===== config.mk =====
export PLATFORM = sky130hd
export DESIGN_NAME = ipcr_port
export DESIGN_NICKNAME = d
export VERILOG_FILES = /design/src/rtl/ipcr_pkg.sv /design/src/rtl/ipcr_port.sv
export SDC_FILE = /design/constraint.sdc
export NUM_CORES = 1
export LEC_CHECK = 0
export BUFFER_PORTS_ARGS = -buffer_cell sky130_fd_sc_hd__buf_4
export CORE_MARGIN = 5
export CORE_UTILIZATION = 57
export DETAILED_ROUTE_END_ITERATION = 7
export PLACE_DENSITY = 0.88
export RECOVER_POWER = 100
export SYNTH_ARGS = -nofsm -noshare
export SYNTH_HDL_FRONTEND = slang
export SYNTH_SLANG_ARGS = --single-unit

===== constraint.sdc =====
create_clock -name clock -period 3.07 [get_ports clock]
set_input_delay 0.307 -clock clock [delete_from_list [all_inputs] [get_ports clock]]
set_output_delay 0.307 -clock clock [all_outputs]
set_load 0.01 [all_outputs]

===== src/rtl/ipcr_pkg.sv =====
// Purpose: Constants and types for the port block.
// Assumes: Avalon-MM register slave with 32-bit data.
// Notes:   Register offsets are byte addresses; data sits in the low byte.
package ipcr_pkg;

	// ---------------------------------------------------------------
	// Register map (byte addresses)
	// ---------------------------------------------------------------
	localparam int AW = 5;
	localparam logic [AW-1:0] A_CTL1 = 5'h00; // Primary control
	localparam logic [AW-1:0] A_CTL2 = 5'h04; // Secondary control
	localparam logic [AW-1:0] A_BUF = 5'h08; // Shift buffer
	localparam logic [AW-1:0] A_BAUD = 5'h0C; // Baud or slave address value
	localparam logic [AW-1:0] A_IST = 5'h10; // Sticky event status
	localparam logic [AW-1:0] A_IMSK = 5'h14; // Event mask
	localparam logic [AW-1:0] A_BUS = 5'h18; // Engine state, read only

	// ---------------------------------------------------------------
	// Field positions
	// ---------------------------------------------------------------
	localparam int C1_WRITE_COLLISION_FLAG = 7; // Write collision flag
	localparam int C1_OV = 6; // Receive overflow flag
	localparam int C1_EN = 5; // Port enable bit
	localparam int C1_CKP = 4; // Clock release bit
	localparam int C2_SEN = 0; // Start request or slave stretch enable
	localparam int C2_RESTART_REQUEST_BIT = 1; // Restart request
	localparam int C2_PEN = 2; // Stop request
	localparam int C2_MASTER_RECEIVE_REQUEST = 3; // Master receive request
	localparam int C2_ACK_SEQUENCE_REQUEST = 4; // Ack sequence request
	localparam int C2_ACKDT = 5; // Ack level sent in ack sequence
	localparam int C2_ACKST = 6; // Ack level seen after master transmit
	localparam int C2_GCEN = 7; // Stored only
	localparam int I_BYTE = 0; // Byte or condition finished
	localparam int I_START = 1; // Start seen (slave, start/stop modes)
	localparam int I_STOP = 2; // Stop seen (slave, start/stop modes)
	localparam int I_COL = 3; // Write collision
	localparam int I_OV = 4; // Receive overflow
	localparam int NIRQ = 5;

	// ---------------------------------------------------------------
	// Reset values, mode codes, counts
	// ---------------------------------------------------------------
	localparam logic [7:0] CTL_RST = 8'h00;
	localparam logic [7:0] BAUD_RST = 8'h00;
	localparam logic [3:0] MODE_SLV10_SS = 4'hF;
	localparam logic [3:0] MODE_SLV7_SS = 4'hE;
	localparam logic [3:0] MODE_FWM = 4'hB;
	localparam logic [3:0] MODE_MST = 4'h8;
	localparam logic [3:0] MODE_SLV10 = 4'h7;
	localparam logic [3:0] MODE_SLV7 = 4'h6;
	localparam logic [1:0] PH_LAST = 2'h3; // Four quarter ticks per bus bit
	localparam logic [3:0] BIT_LAST = 4'h7; // Last data bit index
	localparam logic [3:0] BIT_ACK = 4'h8; // Ninth clock index

	// ---------------------------------------------------------------
	// Types
	// ---------------------------------------------------------------
	typedef struct packed {
		logic [AW-1:0] address;
		logic read;
		logic write;
		logic [31:0] writedata;
		logic [3:0] byteenable;
	} ipcr_avs_req_t;

	typedef struct packed {
		logic scl;
		logic sda;
	} ipcr_pin_in_t;

	typedef struct packed {
		logic scl_o;
		logic scl_oe;
		logic sda_o;
		logic sda_oe;
	} ipcr_pin_out_t;

	typedef enum logic [6:0] {
		M_IDLE = 7'h01,
		M_START = 7'h02,
		M_RSTART = 7'h04,
		M_STOP = 7'h08,
		M_TX = 7'h10,
		M_RX = 7'h20,
		M_ACK = 7'h40
	} ipcr_mst_t;

endpackage


===== src/rtl/ipcr_port.sv =====
// Purpose: Two-wire port: registers, master engine and slave.
// Assumes: Synchronous pin inputs; pull-ups on both lines.
// Notes:   Master does not follow clock stretching by other devices.
//
// Local design decisions: the register addresses and the Avalon-MM register port.

// Contract
// RULE1: master buffer write while busy sets collision
// RULE2: slave buffer write while shifting sets collision
// RULE3: byte arriving into full buffer sets overflow; a slave address byte into a full buffer is nacked without setting it
// RULE4: enable bit hands pins to port
// RULE5: clear enable returns pins to GPIO
// RULE6: software keeps both pins as inputs
// RULE7: slave holds clock low while release bit zero
// RULE8: codes 1111/1110 slave with start/stop events
// RULE9: codes 0111/0110 slave without start/stop events
// RULE10: code 1000 master, clock Fosc/(4*(value+1))
// RULE11: code 1011 firmware master, slave idle
// RULE12: other codes select no two-wire operation
// RULE13: receive request clocks in one byte
// RULE14: stop request drives stop, self-clears
// RULE15: start request drives start, self-clears
// RULE16: zero start bit leaves start logic idle
// RULE17: one master request at a time, idle only
// RULE18: both control registers reset to zero
module ipcr_port (
	// Clock and reset
	input wire logic clock,
	input wire logic reset,
	// Avalon-MM slave
	input wire ipcr_pkg::ipcr_avs_req_t avs_req,
	output logic [31:0] avs_readdata,
	output logic avs_waitrequest,
	// Interrupt
	output logic irq,
	// Two-wire pins and the general-purpose drive they fall back to
	input wire ipcr_pkg::ipcr_pin_in_t pins_in,
	input wire ipcr_pkg::ipcr_pin_out_t gpio_out,
	output ipcr_pkg::ipcr_pin_out_t pins_out,
	output logic port_active
);
	import ipcr_pkg::*;

	// ---------------------------------------------------------------
	// Declarations
	// ---------------------------------------------------------------
	logic [7:0] ctl1_r; // Primary control
	logic [7:0] ctl2_r; // Secondary control
	logic [7:0] buf_r; // Shift buffer
	logic buf_full_r; // Buffer holds an unread byte
	logic [7:0] baud_r; // Baud or slave address value
	logic [7:0] sr_r; // Shift register
	logic [NIRQ-1:0] ist_r; // Sticky events
	logic [NIRQ-1:0] imsk_r; // Event mask
	logic ack_r; // Bus access in its answer cycle
	logic [31:0] rdata_r; // Read data
	logic wr_en; // Accepted write, low byte lane
	logic rd_buf; // Accepted read of the buffer
	logic [3:0] mode; // Port mode field
	logic is_master; // Hardware master selected
	logic is_slave; // One of the four slave modes
	logic ss_irq; // Start/stop events enabled
	ipcr_mst_t m_st; // Master engine state
	logic [1:0] ph_r; // Quarter phase within a bus bit
	logic [3:0] bit_r; // Bit index within a byte
	logic [7:0] brg_r; // Quarter-tick divider
	logic tick; // One quarter bit period elapsed
	logic m_end; // Last quarter of a master bit
	logic m_done; // Master operation finished
	logic m_scl_r; // Master clock drive, 1 = released
	logic m_sda_r; // Master data drive, 1 = released
	logic ack_stat_r; // Ack level from slave after transmit
	logic buf_wr; // Accepted write of the buffer
	logic tx_go; // Buffer write starts master transmit
	logic m_col; // Master collision
	logic s_scl_q; // Previous clock level
	logic s_sda_q; // Previous data level
	logic s_start; // Start condition seen
	logic s_stop; // Stop condition seen
	logic s_rise; // Clock rising edge
	logic s_fall; // Clock falling edge
	logic s_act_r; // Slave inside an addressed transfer
	logic s_adr_r; // Next byte is the address
	logic s_tx_r; // Slave is transmitting
	logic s_load_r; // Transmit byte loaded, not yet sent
	logic [3:0] s_cnt_r; // Slave bit counter
	logic s_sda_r; // Slave data drive, 1 = released
	logic s_col; // Slave collision
	logic s_byte; // Slave finished a byte
	logic s_match; // Address matches
	logic s_ovf; // Slave data byte into full buffer
	logic s_ld; // Slave loads buffer
	logic s_ckp_clr; // Slave auto-stretch
	logic m_ld; // Master receive loads buffer
	logic m_ovf; // Master receive into full buffer
	logic [NIRQ-1:0] ev; // Event pulses

	// ---------------------------------------------------------------
	// Mode decode
	// ---------------------------------------------------------------
	assign mode = ctl1_r[3:0];
	assign is_master = ctl1_r[C1_EN] && (mode == MODE_MST); // RULE10
	// Firmware master code leaves both engines idle. // RULE11
	assign is_slave = ctl1_r[C1_EN] && (mode == MODE_SLV10_SS || mode == MODE_SLV7_SS ||
		mode == MODE_SLV10 || mode == MODE_SLV7); // RULE8 RULE9 RULE12
	assign ss_irq = mode == MODE_SLV10_SS || mode == MODE_SLV7_SS; // RULE8
	assign port_active = ctl1_r[C1_EN];

	// ---------------------------------------------------------------
	// Avalon-MM slave: one wait cycle on every access
	// ---------------------------------------------------------------
	assign avs_waitrequest = (avs_req.read || avs_req.write) && !ack_r;
	assign wr_en = avs_req.write && ack_r && avs_req.byteenable[0];
	assign rd_buf = avs_req.read && ack_r && avs_req.address == A_BUF;
	assign buf_wr = wr_en && avs_req.address == A_BUF;
	assign avs_readdata = rdata_r;

	// Answer phase toggles so back-to-back requests each get a wait
	always_ff @(posedge clock or posedge reset) begin
		if (reset)
			ack_r <= 1'b0;
		else
			ack_r <= (avs_req.read || avs_req.write) && !ack_r;
	end

	// Read data captured in the wait cycle, so it stands at the answer edge
	always_ff @(posedge clock or posedge reset) begin
		if (reset) begin
			rdata_r <= 32'h0000_0000;
		end else if (avs_req.read && !ack_r) begin
			case (avs_req.address)
				A_CTL1: rdata_r <= {24'h00_0000, ctl1_r};
				A_CTL2: rdata_r <= {24'h00_0000, ctl2_r[7], ack_stat_r, ctl2_r[5:0]};
				A_BUF: rdata_r <= {24'h00_0000, buf_r};
				A_BAUD: rdata_r <= {24'h00_0000, baud_r};
				A_IST: rdata_r <= {27'h000_0000, ist_r};
				A_IMSK: rdata_r <= {27'h000_0000, imsk_r};
				A_BUS: rdata_r <= {27'h000_0000, s_tx_r, s_act_r, m_st != M_IDLE,
					ack_stat_r, buf_full_r};
				// Unmapped offsets read as zero
				default: rdata_r <= 32'h0000_0000;
			endcase
		end
	end

	// ---------------------------------------------------------------
	// Primary control: hardware set wins over clear
	// ---------------------------------------------------------------
	always_ff @(posedge clock or posedge reset) begin
		if (reset) begin
			ctl1_r <= CTL_RST; // RULE18
		end else begin
			if (wr_en && avs_req.address == A_CTL1)
				ctl1_r <= avs_req.writedata[7:0];
			if (m_col || s_col)
				ctl1_r[C1_WRITE_COLLISION_FLAG] <= 1'b1; // RULE1 RULE2
			if (m_ovf || s_ovf)
				ctl1_r[C1_OV] <= 1'b1; // RULE3
			// Hardware stretch
			if (s_ckp_clr)
				ctl1_r[C1_CKP] <= 1'b0; // RULE7
		end
	end

	// ---------------------------------------------------------------
	// Secondary control: master requests self-clear
	// ---------------------------------------------------------------
	always_ff @(posedge clock or posedge reset) begin
		if (reset) begin
			ctl2_r <= CTL_RST; // RULE18
		end else begin
			if (wr_en && avs_req.address == A_CTL2)
				ctl2_r <= avs_req.writedata[7:0];
			if (m_done) begin
				case (m_st)
					M_START: ctl2_r[C2_SEN] <= 1'b0; // RULE15
					M_RSTART: ctl2_r[C2_RESTART_REQUEST_BIT] <= 1'b0;
					M_STOP: ctl2_r[C2_PEN] <= 1'b0; // RULE14
					M_RX: ctl2_r[C2_MASTER_RECEIVE_REQUEST] <= 1'b0; // RULE13
					M_ACK: ctl2_r[C2_ACK_SEQUENCE_REQUEST] <= 1'b0;
					default: ;
				endcase
			end
		end
	end

	// Baud or address value and event mask
	always_ff @(posedge clock or posedge reset) begin
		if (reset) begin
			baud_r <= BAUD_RST;
			imsk_r <= '0;
		end else if (wr_en) begin
			if (avs_req.address == A_BAUD)
				baud_r <= avs_req.writedata[7:0];
			if (avs_req.address == A_IMSK)
				imsk_r <= avs_req.writedata[NIRQ-1:0];
		end
	end

	// ---------------------------------------------------------------
	// Interrupts: sticky, write one to clear, set wins
	// ---------------------------------------------------------------
	assign ev[I_BYTE] = m_done || s_byte;
	assign ev[I_START] = s_start && ss_irq;
	assign ev[I_STOP] = s_stop && ss_irq;
	assign ev[I_COL] = m_col || s_col;
	assign ev[I_OV] = m_ovf || s_ovf;

	always_ff @(posedge clock or posedge reset) begin
		if (reset)
			ist_r <= '0;
		else if (wr_en && avs_req.address == A_IST)
			ist_r <= (ist_r & ~avs_req.writedata[NIRQ-1:0]) | ev;
		else
			ist_r <= ist_r | ev;
	end

	assign irq = |(ist_r & imsk_r);

	// ---------------------------------------------------------------
	// Shift buffer: loaded by software or a received byte
	// ---------------------------------------------------------------
	assign tx_go = buf_wr && is_master && m_st == M_IDLE;
	assign m_col = buf_wr && is_master && m_st != M_IDLE; // RULE1
	assign s_col = buf_wr && is_slave && s_tx_r && s_load_r; // RULE2

	always_ff @(posedge clock or posedge reset) begin
		if (reset) begin
			buf_r <= 8'h00;
			buf_full_r <= 1'b0;
		end else begin
			// A colliding write is dropped so the byte in flight survives
			if (buf_wr && !m_col && !s_col)
				buf_r <= avs_req.writedata[7:0];
			if (s_ld || m_ld) begin
				buf_r <= sr_r;
				buf_full_r <= 1'b1;
			end else if (rd_buf || !ctl1_r[C1_EN]) begin
				buf_full_r <= 1'b0;
			end
		end
	end

	// ---------------------------------------------------------------
	// Master engine: four quarter ticks per bit
	// ---------------------------------------------------------------
	assign tick = brg_r == 8'h00;
	assign m_end = tick && ph_r == PH_LAST;
	assign m_ld = m_st == M_RX && m_end && bit_r == BIT_LAST && !buf_full_r;
	assign m_ovf = m_st == M_RX && m_end && bit_r == BIT_LAST && buf_full_r; // RULE3

	always_comb begin
		case (m_st)
			M_START, M_RSTART, M_STOP, M_ACK: m_done = m_end;
			M_TX: m_done = m_end && bit_r == BIT_ACK;
			M_RX: m_done = m_end && bit_r == BIT_LAST;
			default: m_done = 1'b0;
		endcase
	end

	// Quarter tick divider: bus clock is clock / (4 * (value + 1))
	always_ff @(posedge clock or posedge reset) begin
		if (reset)
			brg_r <= BAUD_RST;
		else if (m_st == M_IDLE || tick)
			brg_r <= baud_r; // RULE10
		else
			brg_r <= brg_r - 8'h01;
	end

	// State, phase and bit counters
	always_ff @(posedge clock or posedge reset) begin
		if (reset) begin
			m_st <= M_IDLE;
			ph_r <= 2'h0;
			bit_r <= 4'h0;
		end else if (!is_master) begin
			m_st <= M_IDLE;
		end else if (m_st == M_IDLE) begin
			ph_r <= 2'h0;
			bit_r <= 4'h0;
			// Fixed priority; a zero start bit starts nothing // RULE16 RULE17
			if (ctl2_r[C2_SEN])
				m_st <= M_START; // RULE15
			else if (ctl2_r[C2_RESTART_REQUEST_BIT])
				m_st <= M_RSTART;
			else if (ctl2_r[C2_PEN])
				m_st <= M_STOP; // RULE14
			else if (ctl2_r[C2_MASTER_RECEIVE_REQUEST])
				m_st <= M_RX; // RULE13
			else if (ctl2_r[C2_ACK_SEQUENCE_REQUEST])
				m_st <= M_ACK;
			else if (tx_go)
				m_st <= M_TX;
		end else if (tick) begin
			ph_r <= ph_r + 2'h1;
			if (ph_r == PH_LAST)
				bit_r <= bit_r + 4'h1;
			if (m_done)
				m_st <= M_IDLE;
		end
	end

	// Line drive per phase; held between operations
	always_ff @(posedge clock or posedge reset) begin
		if (reset) begin
			m_scl_r <= 1'b1;
			m_sda_r <= 1'b1;
		end else if (!is_master) begin
			m_scl_r <= 1'b1;
			m_sda_r <= 1'b1;
		end else begin
			case (m_st)
				M_START: begin
					m_scl_r <= ph_r != PH_LAST; // RULE15
					m_sda_r <= !ph_r[1];
				end
				M_RSTART: begin
					m_scl_r <= ph_r[0] ^ ph_r[1];
					m_sda_r <= !ph_r[1];
				end
				M_STOP: begin
					m_scl_r <= ph_r != 2'h0; // RULE14
					m_sda_r <= ph_r[1];
				end
				M_TX: begin
					m_scl_r <= ph_r[0] ^ ph_r[1];
					m_sda_r <= bit_r == BIT_ACK ? 1'b1 : sr_r[7];
				end
				M_RX: begin
					m_scl_r <= ph_r[0] ^ ph_r[1]; // RULE13
					m_sda_r <= 1'b1;
				end
				M_ACK: begin
					m_scl_r <= ph_r[0] ^ ph_r[1];
					m_sda_r <= ctl2_r[C2_ACKDT];
				end
				default: ;
			endcase
		end
	end

	// Ack seen on the ninth clock of a transmit
	always_ff @(posedge clock or posedge reset) begin
		if (reset)
			ack_stat_r <= 1'b0;
		else if (m_st == M_TX && tick && ph_r == 2'h2 && bit_r == BIT_ACK)
			ack_stat_r <= pins_in.sda;
	end

	// ---------------------------------------------------------------
	// Slave: edge and condition detection
	// ---------------------------------------------------------------
	always_ff @(posedge clock or posedge reset) begin
		if (reset) begin
			s_scl_q <= 1'b1;
			s_sda_q <= 1'b1;
		end else begin
			s_scl_q <= pins_in.scl;
			s_sda_q <= pins_in.sda;
		end
	end

	assign s_start = is_slave && pins_in.scl && s_scl_q && s_sda_q && !pins_in.sda;
	assign s_stop = is_slave && pins_in.scl && s_scl_q && !s_sda_q && pins_in.sda;
	assign s_rise = is_slave && s_act_r && pins_in.scl && !s_scl_q;
	assign s_fall = is_slave && s_act_r && !pins_in.scl && s_scl_q;
	assign s_match = sr_r[7:1] == baud_r[7:1];
	assign s_byte = s_fall && s_cnt_r == BIT_LAST && !s_tx_r && (!s_adr_r || s_match);
	assign s_ld = s_byte && !buf_full_r && !ctl1_r[C1_OV];
	assign s_ovf = s_byte && !s_adr_r && buf_full_r; // RULE3
	// Auto stretch: after a read address, after each sent byte the master acks, and on a
	// buffered receive when stretching is enabled
	assign s_ckp_clr = s_fall && s_cnt_r == BIT_ACK &&
		(s_tx_r || (ctl2_r[C2_SEN] && buf_full_r)); // RULE7

	// Transfer tracking
	always_ff @(posedge clock or posedge reset) begin
		if (reset) begin
			s_act_r <= 1'b0;
			s_adr_r <= 1'b0;
			s_tx_r <= 1'b0;
			s_cnt_r <= 4'h0;
		end else if (!is_slave || s_stop) begin
			s_act_r <= 1'b0;
			s_tx_r <= 1'b0;
		end else if (s_start) begin
			s_act_r <= 1'b1;
			s_adr_r <= 1'b1;
			s_tx_r <= 1'b0;
			s_cnt_r <= 4'h0;
		end else if (s_rise && s_cnt_r == BIT_ACK && s_tx_r && pins_in.sda) begin
			// Master nack: transfer over
			s_act_r <= 1'b0;
			s_tx_r <= 1'b0;
		end else if (s_fall) begin
			if (s_cnt_r == BIT_LAST) begin
				s_cnt_r <= BIT_ACK;
				if (s_adr_r && !s_match)
					s_act_r <= 1'b0;
				if (s_adr_r && s_match)
					s_tx_r <= sr_r[0];
			end else if (s_cnt_r == BIT_ACK) begin
				s_cnt_r <= 4'h0;
				s_adr_r <= 1'b0;
			end else begin
				s_cnt_r <= s_cnt_r + 4'h1;
			end
		end
	end

	// Slave data drive: ack, or transmit bits on clock falls
	always_ff @(posedge clock or posedge reset) begin
		if (reset) begin
			s_sda_r <= 1'b1;
		end else if (!is_slave || !s_act_r || s_start || s_stop) begin
			s_sda_r <= 1'b1;
		end else if (s_fall) begin
			if (s_cnt_r == BIT_LAST)
				s_sda_r <= s_tx_r && !s_adr_r ? 1'b1 : !s_ld;
			else if (s_cnt_r == BIT_ACK)
				s_sda_r <= s_tx_r || (s_adr_r && sr_r[0]) ? sr_r[7] : 1'b1;
			else if (s_tx_r)
				s_sda_r <= sr_r[6];
		end else if (buf_wr && s_tx_r && !s_col && s_cnt_r == BIT_ACK) begin
			s_sda_r <= 1'b1;
		end
	end

	// Transmit byte loaded, not yet sent
	always_ff @(posedge clock or posedge reset) begin
		if (reset)
			s_load_r <= 1'b0;
		else if (!is_slave || !s_tx_r)
			s_load_r <= 1'b0;
		else if (buf_wr)
			s_load_r <= 1'b1;
		else if (s_fall && s_cnt_r == BIT_LAST)
			s_load_r <= 1'b0;
	end

	// ---------------------------------------------------------------
	// Shift register shared by master and slave
	// ---------------------------------------------------------------
	always_ff @(posedge clock or posedge reset) begin
		if (reset) begin
			sr_r <= 8'h00;
		end else if (buf_wr && !m_col && !s_col) begin
			// A buffer write also loads the shift register
			sr_r <= avs_req.writedata[7:0];
		end else if (m_st == M_RX && tick && ph_r == 2'h2) begin
			sr_r <= {sr_r[6:0], pins_in.sda};
		end else if (m_st == M_TX && m_end && bit_r != BIT_ACK) begin
			sr_r <= {sr_r[6:0], 1'b0};
		end else if (s_rise && !s_tx_r && s_cnt_r != BIT_ACK) begin
			sr_r <= {sr_r[6:0], pins_in.sda};
		end else if (s_fall && s_tx_r && s_cnt_r != BIT_ACK && s_cnt_r != BIT_LAST) begin
			sr_r <= {sr_r[6:0], 1'b0};
		end
	end

	// ---------------------------------------------------------------
	// Pin ownership: port when enabled, else GPIO
	// ---------------------------------------------------------------
	// Open drain only works if software left both pins as inputs. // RULE6
	always_ff @(posedge clock or posedge reset) begin
		if (reset) begin
			pins_out <= '0;
		end else if (!ctl1_r[C1_EN]) begin
			pins_out <= gpio_out; // RULE5
		end else begin
			pins_out.scl_o <= 1'b0; // RULE4
			pins_out.sda_o <= 1'b0;
			if (is_master) begin
				pins_out.scl_oe <= !m_scl_r;
				pins_out.sda_oe <= !m_sda_r;
			end else if (is_slave) begin
				pins_out.scl_oe <= !ctl1_r[C1_CKP]; // RULE7
				pins_out.sda_oe <= !s_sda_r;
			end else begin
				// Firmware master and non two-wire codes drive nothing
				pins_out.scl_oe <= 1'b0; // RULE11 RULE12
				pins_out.sda_oe <= 1'b0;
			end
		end
	end

endmodule // ipcr_port


Word-level counts from Yosys, hierarchy flattened --
Cells that the tools add are included.
Word-level totals: flip-flop bits (word level) 123, word-level logic and storage cells 308, output and inout bits 39, bits of input ports 51
Operators by class: reduce and logical (&&, ||, !) cells 144, add/subtract/negate cells 4, bitwise gates (word level) 7, equal/unequal tests 38, multiplexer cells 82
Operator list (count):
- 1-bit logical AND | 72
- 8-bit two-way mux | 9
- 7-bit two-way mux | 10
- 8-bit one-hot mux with 7 select lines | 1
- 1-bit two-way mux | 45
- 4-bit two-way mux | 9
- 1-bit zero test | 21
- 4-bit == test (second input constant) | 5
- 2-bit nonzero test | 10
- 1-bit logical OR | 18
- 4-bit by 3-bit == test with 1-bit output (second input constant) | 4
- 4-bit nonzero test | 4
- 5-bit == test (second input constant) | 3
- 5-bit two-way mux | 3
- 3-bit AND reduction | 5
- 5-bit AND | 2
- 5-bit by 4-bit == test with 1-bit output (second input constant) | 2
- 5-bit OR | 2
- 4-bit by 1-bit adder with 4-bit output (second input constant) | 2
- 8-bit zero test | 1
- 4-bit inequality test (second input constant) | 2
- 8-bit inequality test (second input constant) | 1
- 2-bit AND reduction | 4
- 4-bit OR reduction | 2
- other kinds (31) | 38

Longest topological paths before layout --
word-level depth 18, gate-level depth with buffers 8, gate-level depth less buffers 7

Worst setup path before layout --
OpenSTA, ideal clock, no wires.
path kind register to register, from register m_st[0], to register buf_r[1], buffers on the path 2, cell stages (with the launch flop) 8, setup time 0.125 ns, data arrival time 2.664 ns, required time 2.945 ns, setup slack 0.281 ns, period minus slack after synthesis 2.789 ns, cells stage by stage dfstp_2 > buf_2 > nor4b_1 > a211oi_4 > nor3b_2 > buf_2 > mux2_2 > mux2_2
Between the ends: word-level cells in the longest chain between the ends 6, elaborated cells on any way between the ends 12, classes of those cells eq/ne (2); mux (1); reduce/logical (9)
RTL lines:
- start: declaration | line ipcr_port.sv:63 | ipcr_mst_t m_st;
- start signal: assignment | line ipcr_port.sv:274 | m_st <= M_IDLE;
- start signal: assignment | line ipcr_port.sv:278 | m_st <= M_IDLE;
- start signal: assignment | line ipcr_port.sv:284 | m_st <= M_START;
- 7-bit by 6-bit == test with 1-bit output or 7-bit by 1-bit inequality test with 1-bit output (tied branches) | line ipcr_port.sv:249, ipcr_port.sv:224
- 1-bit logical AND, on equally long branches | line ipcr_port.sv:249, ipcr_port.sv:224
- 1-bit logical AND or 1-bit zero test (tied branches) | line ipcr_port.sv:249, ipcr_port.sv:233
- 1-bit logical AND, on equally long branches | line ipcr_port.sv:249, ipcr_port.sv:233
- 1-bit logical OR or 1-bit logical AND (tied branches) | line ipcr_port.sv:235, ipcr_port.sv:233
- 8-bit two-way mux or 2-bit nonzero test (tied branches)
- end signal: assignment | line ipcr_port.sv:234 | buf_r <= avs_req.writedata[7:0];
- end signal: assignment | line ipcr_port.sv:236 | buf_r <= sr_r;
- end: declaration | line ipcr_port.sv:49 | logic [7:0] buf_r;
Parallel ways exist; a longest one is shown, timed or not. A chain may end at the register's enable or synchronous reset.

Final worst setup path --
from register m_st[1], to register buf_r[7]
Same word-level chain as after synthesis.

==> results.cfg <==
[timing]
period_minus_slack_ns = 2.73
relSlewSlack_pct = -39.6
layout_worst_path_cycle_share_pct = 88.9
skew_ns = 0.0123
finalMaxSlewViolations = 50
hold_viol = 0
fmax_ghz = 0.366
worstMarginPinSlew_ns = 2.08
setup_viol = 0
rsz0062_at_grt = no
whs_ns = 0.0885
tns_ns = 0

[routing]
firstDrtPassIters = 5
routed_wl_um = 15000
first_iter_violations = 707
dr_total_vias = 4842
ant_nets = 0
drc_errors = 0
wl_per_cell_um = 19.6
vias_per_cell = 6.30

[setup_path]
setup.worst_path.class = reg2reg
cp_max_fo = 10
critPathRequiredTime_ns = 3.34
max_stage_delay_ns = 0.60
end_kind = flop
reg2reg_from = m_st[1]
critical_path.slowest_cell = or4_1
crit_arrival_ns = 3.00
crit_chain = or4_1, or3_1, or3_1, o22a_1, mux2_2
rrSetupSlack_ns = 0.34
crit_start = m_st[1]
path_common_cell = or3_1
worst_setup_path_start_kind = flop

[synthesis]
synth_edf_count = 0
syn_inst = 596
synth_largest_area_cell = dfrtp_1
ys_seq_area_share_pct = 43.2
synthTopCellsByArea = dfrtp_1 40%, mux2_2 6.7%, o21ai_0 3.9%
netlist_area_sq_um = 5690
async_flop_share_pct = 100
synth-seq-cells = 98
yosysMostFrequentCell = dfrtp_1
syn_area_per_cell_sq_um = 9.55
ys_warn_count = 0
yosys.area.top_type_share_pct = 40.5
yosys-top-cells-count = 92 x dfrtp_1, 58 x nand2_1, 44 x o21ai_0
synth_ff_type = dfrtp_1
ys_types = 67

[global_routing]
grtUsageTotal_pct = 26.4
use_met1_pct = 35.8
grt_pass1_vias = 4610
antenna_found_initial = 0
overflow = 0
grtUsageMet2_pct = 41.1
use_met3_pct = 4.52
busiest_layer = met2
grt_max_degree = 50
grt_pass1_wl_um = 24200

[final_layout]
multi_input_area_sq_um = 2910
antennaDiodeCount = 0
ff_latch_area_sq_um = 2460
layout-drive-gt1-share_pct = 14.5
area_growth_pct = 7.56
final_nets = 690
fillers = 821

[power_and_ir_drop]
power_density_nw_per_um2 = 425
p_leak_nw = 2.85
ir_drop_mv = 0.205

[clock_network]
cts_hold_buffers = 0
clock-sinks = 98
cts_buffer_depth = 2
cts_setup_buffers = 0
cts_max_level = 3
cts-resized-gates = 0
cts_made_buffers = 9
cts_tree = yes
clockRootBuffer = clkbuf_8
clk_latency_ns = 0.38
clk_pin_slew_ns = 0.10

[floorplanning]
die_x_um = 110
core_area_sq_um = 9770
num_rows = 36
die_area_sq_um = 12100
io_pins = 90
die_y_um = 110
start_util_pct = 58.2

[place]
io_buffers = 38
routabilityCongestion = 0.975
hpwl_um = 11300

[status]
violations = capacitance limit, slew limit
run_status = complete, but fails checks

[run]
cap_violations = 1

[hold_path]
min_from = pins_in[1]
hold_class = in2reg
## stage by stage
step	instance area (sq um)	worst slack (ns)	utilization [%]	std cells	power (W)
final	6120	0.341	62.6	768	0.00260
after floorplan	5780	0.211	-	619	0.00166
after global placement	6030	0.418	61.7	752	0.00176
after global routing	6120	0.253	62.6	768	0.00271
after detailed placement	6030	0.384	61.7	752	0.00177
after CTS	6240	0.373	63.8	768	0.00262
## critical path: cells and delay by family (launching register included)
kind	cells	cell delay [ns]
compound gates	1	0.37
flops	1	0.49
mux	1	0.34
simple gates	3	1.43
## power by group
part,internal (W),total (W),switching [W]
logic,0.000128,0.000321,0.000192
clock network,0.000400,0.000861,0.000461
registers,0.00135,0.00142,0.0000712
total,0.00188,0.00260,0.000725
## placed cells by master, fill, tap and decap left out, drive strengths merged, types with 9 or more instances in the layout
cell type,n
nor3,19
nand2,58
ha,9
a21oi,19
conb,24
xor2,11
buf,28
mux2i,15
nor2,36
inv,19
and2,9
clkbuf,35
mux2,41
nand3,38
dfrtp,92
o21ai,44
nor2b,10
## area by class of cell
class	count	area share [%]
clock buffer	10	2.25
clock inverter	6	1.06
inverter	19	1.19
multi-input combinational	449	47.5
sequential	98	40.2
tap	133	2.72
timing repair buffer	53	5.07
## registers in the layout (all words and copies together), names as in the netlist, 2 cells and up
register,cells
avs_readdata,8
baud_r,8
brg_r,8
buf_r,8
ctl1_r,8
sr_r,8
ctl2_r,7
m_st,7
imsk_r,5
ist_r,5
bit_r,4
pins_out,4
s_cnt_r,4
ph_r,2
## routing by layer
layer | vias to the layer above | routed length, um | share of wire, %
li1 | 2186 | - | -
met1 | 2335 | 6190 | 41
met2 | 274 | 6910 | 46
met3 | 47 | 1380 | 9.1
met4 | 0 | 567 | 3.8
met5 | - | 0 | 0
## cell families (layout without fill, tap and decap cells)
family / Yosys count / count (layout) / synth area share [%]
buffers and inverters: 72 / 88 / 6.71
AO/OA/AOI/OAI: 118 / 118 / 13.7
flip-flops: 98 / 98 / 43.2
adder cells (fa/ha/maj): 9 / 9 / 1.98
XOR/XNOR: 18 / 18 / 2.77
AND/OR/NAND/NOR: 224 / 224 / 20.3
multiplexers: 56 / 56 / 11.2
other: 1 / 24 / 0.0659
## final timing paths
check	cells past startpoint	to
max	5	buf_r[7]
min	1	s_scl_q
max reg2reg	5	buf_r[7]
min reg2reg	1	avs_readdata[7]
max in group asynchronous	3	ctl2_r[2]
min in group asynchronous	2	ph_r[1]
Power figures use the tool's default switching activity.
